File: config.mk
export PLATFORM = sky130hd
export DESIGN_NAME = mmdec_top
export DESIGN_NICKNAME = d
export VERILOG_FILES = /design/src/inc/mmdec_pkg.sv /design/src/core/mmdec_top.sv
export SDC_FILE = /design/constraint.sdc
export NUM_CORES = 1
export LEC_CHECK = 0
export BUFFER_PORTS_ARGS = -buffer_cell sky130_fd_sc_hd__clkbuf_2
export CORE_MARGIN = 2
export CORE_UTILIZATION = 40
export CTS_CLUSTER_DIAMETER = 150
export DETAILED_ROUTE_END_ITERATION = 12
export PLACE_DENSITY = 0.76
export SLEW_MARGIN = 20
export SYNTH_ARGS = -nofsm -noshare
export SYNTH_HDL_FRONTEND = slang
export SYNTH_SLANG_ARGS = --single-unit
File: constraint.sdc
create_clock -name MCLK -period 2 [get_ports MCLK]
set_input_delay 0.1 -clock MCLK [delete_from_list [all_inputs] [get_ports MCLK]]
set_output_delay 0.1 -clock MCLK [all_outputs]
set_load 0.05 [all_outputs]
File: src/inc/mmdec_pkg.sv
package mmdec_pkg;

    // ------------------------------------------------------------
    // Address space and variants
    // ------------------------------------------------------------
    localparam int ADDR_W = 20;

    typedef enum logic [1:0] {
        MMDEC_SMALL,
        MMDEC_MIDDLE,
        MMDEC_LARGE
    } mmdec_variant_t;

    typedef enum logic [1:0] {
        MMDEC_TGT_NONE,
        MMDEC_TGT_ROM,
        MMDEC_TGT_DATA,
        MMDEC_TGT_EXT
    } mmdec_target_t;

    typedef struct packed {
        mmdec_target_t     target;
        logic              sfr;
        logic [ADDR_W-1:0] offset;
    } mmdec_result_t;

    // ------------------------------------------------------------
    // Region bounds
    // ------------------------------------------------------------
    localparam logic [ADDR_W-1:0] DATA_LO_SMALL  = 20'h0f100;
    localparam logic [ADDR_W-1:0] DATA_LO_MIDDLE = 20'h0eb00;
    localparam logic [ADDR_W-1:0] DATA_LO_LARGE  = 20'h0df00;
    localparam logic [ADDR_W-1:0] DATA_HI_SMALL  = 20'hff100;
    localparam logic [ADDR_W-1:0] DATA_HI_MIDDLE = 20'hfeb00;
    localparam logic [ADDR_W-1:0] DATA_HI_LARGE  = 20'hfdf00;
    localparam logic [ADDR_W-1:0] DATA_LO_END    = 20'h0ffff;
    localparam logic [ADDR_W-1:0] DATA_HI_END    = 20'hfffff;
    localparam logic [ADDR_W-1:0] ROM_BASE       = 20'h00000;
    localparam logic [ADDR_W-1:0] ROM2_BASE      = 20'h10000;
    localparam logic [ADDR_W-1:0] ROM_END_SMALL  = 20'h17fff;
    localparam logic [ADDR_W-1:0] ROM_END_OTHER  = 20'h1ffff;
    localparam logic [ADDR_W-1:0] SFR_LO_BASE    = 20'h0ff00;
    localparam logic [ADDR_W-1:0] SFR_HI_BASE    = 20'hfff00;
    localparam logic [ADDR_W-1:0] VECTOR_END     = 20'h000ff;

    // Placement codes of the placement instruction operand
    localparam logic [3:0] PLACE_LOW_CODE  = 4'h0;
    localparam logic [3:0] PLACE_HIGH_CODE = 4'hf;
    localparam logic       PLACED_RESET    = 1'b0;
    localparam logic       HIGH_RESET      = 1'b0;

endpackage

File: src/core/mmdec_top.sv
`timescale 1ns/1ns
module mmdec_top
    import mmdec_pkg::*;
#(
    parameter mmdec_variant_t VARIANT = MMDEC_LARGE
) (
    input  wire logic              MCLK,
    input  wire logic              RST,
    input  wire logic              PLACE_VALID,
    input  wire logic [3:0]        PLACE_CODE,
    input  wire logic              EXP_MODE,
    input  wire logic              ACC_VALID,
    input  wire logic [ADDR_W-1:0] ACC_ADDR,
    output logic                   PLACED,
    output logic                   HIGH_PLACE,
    output logic                   RES_VALID,
    output mmdec_result_t          RESULT,
    output logic                   VECTOR_HIT
);

    // ------------------------------------------------------------
    // Variant bounds
    // ------------------------------------------------------------
    wire logic [ADDR_W-1:0] data_lo_base =
        (VARIANT == MMDEC_SMALL)  ? DATA_LO_SMALL  :
        (VARIANT == MMDEC_MIDDLE) ? DATA_LO_MIDDLE : DATA_LO_LARGE;
    wire logic [ADDR_W-1:0] data_hi_base =
        (VARIANT == MMDEC_SMALL)  ? DATA_HI_SMALL  :
        (VARIANT == MMDEC_MIDDLE) ? DATA_HI_MIDDLE : DATA_HI_LARGE;
    wire logic [ADDR_W-1:0] rom_end =
        (VARIANT == MMDEC_SMALL) ? ROM_END_SMALL : ROM_END_OTHER;

    function automatic logic in_range(input logic [ADDR_W-1:0] a,
                                      input logic [ADDR_W-1:0] lo,
                                      input logic [ADDR_W-1:0] hi);
        in_range = (a >= lo) && (a <= hi);
    endfunction

    // ------------------------------------------------------------
    // Placement latch
    // ------------------------------------------------------------
    logic placed_reg;
    logic high_reg;
    wire logic take_place = PLACE_VALID && !placed_reg;
    wire logic code_high  = (PLACE_CODE == PLACE_HIGH_CODE);

    always_ff @(posedge MCLK or posedge RST) begin
        if (RST) begin
            placed_reg <= PLACED_RESET;
            high_reg   <= HIGH_RESET;
        end else if (take_place) begin
            placed_reg <= 1'b1;
            high_reg   <= code_high;
        end
    end

    // ------------------------------------------------------------
    // Decode
    // ------------------------------------------------------------
    // Before placement the low map is used, so vectors stay in ROM
    wire logic [ADDR_W-1:0] data_base = high_reg ? data_hi_base
                                                 : data_lo_base;
    wire logic [ADDR_W-1:0] data_end  = high_reg ? DATA_HI_END
                                                 : DATA_LO_END;
    wire logic [ADDR_W-1:0] sfr_base  = high_reg ? SFR_HI_BASE
                                                 : SFR_LO_BASE;
    wire logic hit_data = in_range(ACC_ADDR, data_base, data_end);
    wire logic hit_sfr  = in_range(ACC_ADDR, sfr_base, data_end);
    // low map splits ROM around the data area
    wire logic hit_rom  = in_range(ACC_ADDR, ROM_BASE, rom_end);
    // data wins over the ROM it overlaps
    wire logic [1:0] tgt_sel = {hit_data, hit_rom};
    mmdec_target_t tgt;
    always_comb begin
        unique case (tgt_sel)
            2'b10, 2'b11: tgt = MMDEC_TGT_DATA;
            2'b01:        tgt = MMDEC_TGT_ROM;
            default:      tgt = EXP_MODE ? MMDEC_TGT_EXT
                                         : MMDEC_TGT_NONE;
        endcase
    end
    wire logic [ADDR_W-1:0] offs = (tgt == MMDEC_TGT_DATA)
                                   ? ACC_ADDR - data_base : ACC_ADDR;
    // vector base lies in ROM in both placements
    wire logic vec_hit = in_range(ACC_ADDR, ROM_BASE, VECTOR_END);

    always_ff @(posedge MCLK or posedge RST) begin
        if (RST) begin
            RES_VALID  <= 1'b0;
            RESULT     <= '0;
            VECTOR_HIT <= 1'b0;
        end else begin
            RES_VALID  <= ACC_VALID;
            RESULT     <= '{target: tgt, sfr: hit_sfr, offset: offs};
            VECTOR_HIT <= ACC_VALID && vec_hit;
        end
    end

    assign PLACED     = placed_reg;
    assign HIGH_PLACE = high_reg;
endmodule

==> flow_summary.json <==
{
  "outcome": "finished with violations",
  "failed_checks": "negative hold slack",
  "start_util": 0.415,
  "crit_buf_inv": 1,
  "whs_ns": -0.000642,
  "crit_family": "compound AO/OA/AOI/OAI gates",
  "syn_area_per_cell_um2": 11.9,
  "crit_path_end_kind": "register",
  "setup-violations-final": 0,
  "core_um2": 2730,
  "overflow": 0,
  "fin_crit_ns": 1.99,
  "ant_nets": 0,
  "yosysUniqueCellTypes": 31,
  "syn_to_final_growth_pct": 49.6,
  "place_ws_ns": -0.0377,
  "yosys.area.top_type_share": 0.596,
  "die_area_um2": 3280,
  "cts_tree": "built",
  "crit_type": "reg2reg",
  "synth_largest_area_cell": "dfrtp_1",
  "setup_slack_ns": 0.0103,
  "post_dp_cell_area_um2": 1500,
  "dpl.hpwl_um": 1960,
  "detail_route.wl_per_cell_um": 13.7,
  "ys_warn_count": 0,
  "highest_layer": "met4",
  "rsz0062_at_grt": "yes",
  "nets": 208,
  "antenna_found_initial": 0,
  "final_common_cell": "clkbuf_2",
  "wl_met3_um": 135,
  "fp.dieW_um": 57.2,
  "slew_headroom": 0.746,
  "cts.sinks": 27,
  "vias": 1022,
  "clk_latency_ns": 0.33,
  "seq_area_frac_synth": 0.596,
  "cp.arrival_ns": 2.22,
  "power.density_nw_per_um2": 641,
  "required_ns": 2.23,
  "synth_area_um2": 1130,
  "finalWirelength_um": 2790,
  "fp-row-count": 19,
  "drive_above_1_share": 0.453,
  "htreeDepth": 1,
  "path_cells": "inv_4, ha_4, a21o_1, a311oi_2, o211ai_2, nor2_2, mux2_4",
  "met2_length_um": 1480,
  "drcViolationCount": 0,
  "fin_cells": 203,
  "fmax_mhz": 503,
  "max_cap_viol_count": 0,
  "grt_max_degree": 28,
  "die_y_um": 57.2,
  "n_antenna_cell": 0,
  "design_area_um2": 1700,
  "gp_congestion": 0.769,
  "root_buffer": "clkbuf_4",
  "synth-seq-cells": 27,
  "p_leak_nw": 0.833,
  "dp.cells": 183,
  "io_buffers": 55,
  "wl_met1_um": 1080,
  "hold_path.class": "in2reg",
  "synth_cells": 95,
  "io_pins": 56,
  "syn-num-nets": 130,
  "multi_input_area_um2": 479,
  "fin_skew_ns": 0.00808,
  "drt_iter0_drc": 23,
  "dr.pass1.iters": 4,
  "grt_pass1_vias": 1038,
  "viasPerCell": 5.03,
  "grt_pass1_wl_um": 4570,
  "maxSlewViolCount": 0,
  "critical-path-slowest-cell": "dfrtp_2",
  "start_kind": "register",
  "mostFrequentLayoutCells": "55 x clkbuf_2, 26 x dfrtp_1, 14 x dlygate4sd3_1",
  "cts_buffers": 3,
  "tightest_slew_ns": 0.381,
  "clkSlewWorstSetupHoldPaths_ns": 0.14,
  "ir_drop_mv": 0.414,
  "clockBufferDepth": 2,
  "fin_crit_sh": 0.995,
  "synth_area_leaders": "dfrtp_1 60%, ha_1 6.6%, xor2_1 3.1%",
  "crit_fanout": 7,
  "final-seq-area_um2": 677,
  "cpPeakStageDelay_ns": 0.45,
  "hold_viol_final": 1,
  "finish.utilization": 0.620,
  "grt.total_usage": 0.184,
  "fillers": 214
}
==> synthesized netlist by cell type, drive strengths merged <==
cell type  count
a21boi         1
a21o           2
a21oi          1
a311oi         1
a31oi          1
a41oi          1
and2           3
and4           1
dfrtp         27
ha             6
inv            7
mux2           1
nand2          5
nand3          4
nand4          4
nor2           6
nor3           2
nor4           2
nor4b          1
o211ai         1
o21ai          6
o21bai         1
o22ai          1
o31ai          2
or2            2
or3            1
xnor2          1
xor2           4
==> worst register-to-register path, delay by kind of cell, from the launching register on <==
| kind | cells | cell delay, ns |
|---|---|---|
| buffers and inverters | 1 | 0.09 |
| adder cells (fa/ha/maj) | 1 | 0.21 |
| flip-flops | 1 | 0.45 |
| AO/OA/AOI/OAI | 3 | 0.65 |
| AND/OR/NAND/NOR | 1 | 0.19 |
| multiplexers | 1 | 0.31 |
==> where the power goes <==
group	internal (mW)	total [mW]	switching, mW
sequential	0.570	0.577	0.00663
combinational	0.0921	0.272	0.180
clock	0.0783	0.237	0.159
total	0.741	1.09	0.346
==> path summary, 6_finish.rpt <==
kind                                             start                      to  slack [ns]  depth (start not counted)
worst min register to register      PLACED$_DFFE_PP0P_  HIGH_PLACE$_DFFE_PP0P_        0.49                          1
max in group asynchronous                          RST  HIGH_PLACE$_DFFE_PP0P_        1.42                          4
worst max-delay path            HIGH_PLACE$_DFFE_PP0P_     RESULT[9]$_DFF_PP0_        0.01                          7
worst max register to register  HIGH_PLACE$_DFFE_PP0P_     RESULT[9]$_DFF_PP0_        0.01                          7
min in group asynchronous                          RST     RESULT[3]$_DFF_PP0_        0.32                          4
worst min-delay path                     PLACE_CODE[2]  HIGH_PLACE$_DFFE_PP0P_     -0.0006                          3
==> registers in the layout, indices dropped and copies added (netlist names) <==
name        flops
PLACED          1
RESULT         23
HIGH_PLACE      1
VECTOR_HIT      1
RES_VALID       1
==> cells by family (layout without fill, tap and decap cells) <==
logic type	Yosys count	in the layout	share of synthesized area
AO/OA/AOI/OAI	18	18	0.114
flip-flops	27	27	0.596
multiplexers	1	1	0.00993
XOR/XNOR	5	5	0.0386
AND/OR/NAND/NOR	31	31	0.152
buffers and inverters	7	84	0.0232
adder cells (fa/ha/maj)	6	6	0.0662
==> metrics by stage <==
step | power, mW | setup TNS [ns]
CTS | 1.08 | 0
finish | 1.09 | 0
global route | 1.13 | -0.0798
global placement | 0.820 | 0
floorplan | 0.743 | -0.164
detailed placement | 0.827 | -0.135
==> area by class of cell <==
class,instances,area share
clock buffers,4,0.0155
inverters,7,0.0170
multi-input cells,61,0.283
flip-flops and latches,27,0.399
well taps,31,0.0229
repair buffers,73,0.263
==> metal layers <==
| layer | vias up | global-route usage |
|---|---|---|
| met5 | - | 0 |
| met4 | 0 | 0.110 |
| met3 | 11 | 0.0295 |
| met2 | 40 | 0.315 |
| met1 | 480 | 0.217 |
| li1 | 491 | - |
==> what timing repair did <==
action,4_1_cts,5_1_grt
endpoints found under the hold margin,41,0
pin swaps,3,4
endpoints found under the setup margin,8,14
setup buffers,1,1
hold buffers,14,0
resized for setup,2,4
cloned,0,0
Power figures use the tool's default switching activity.
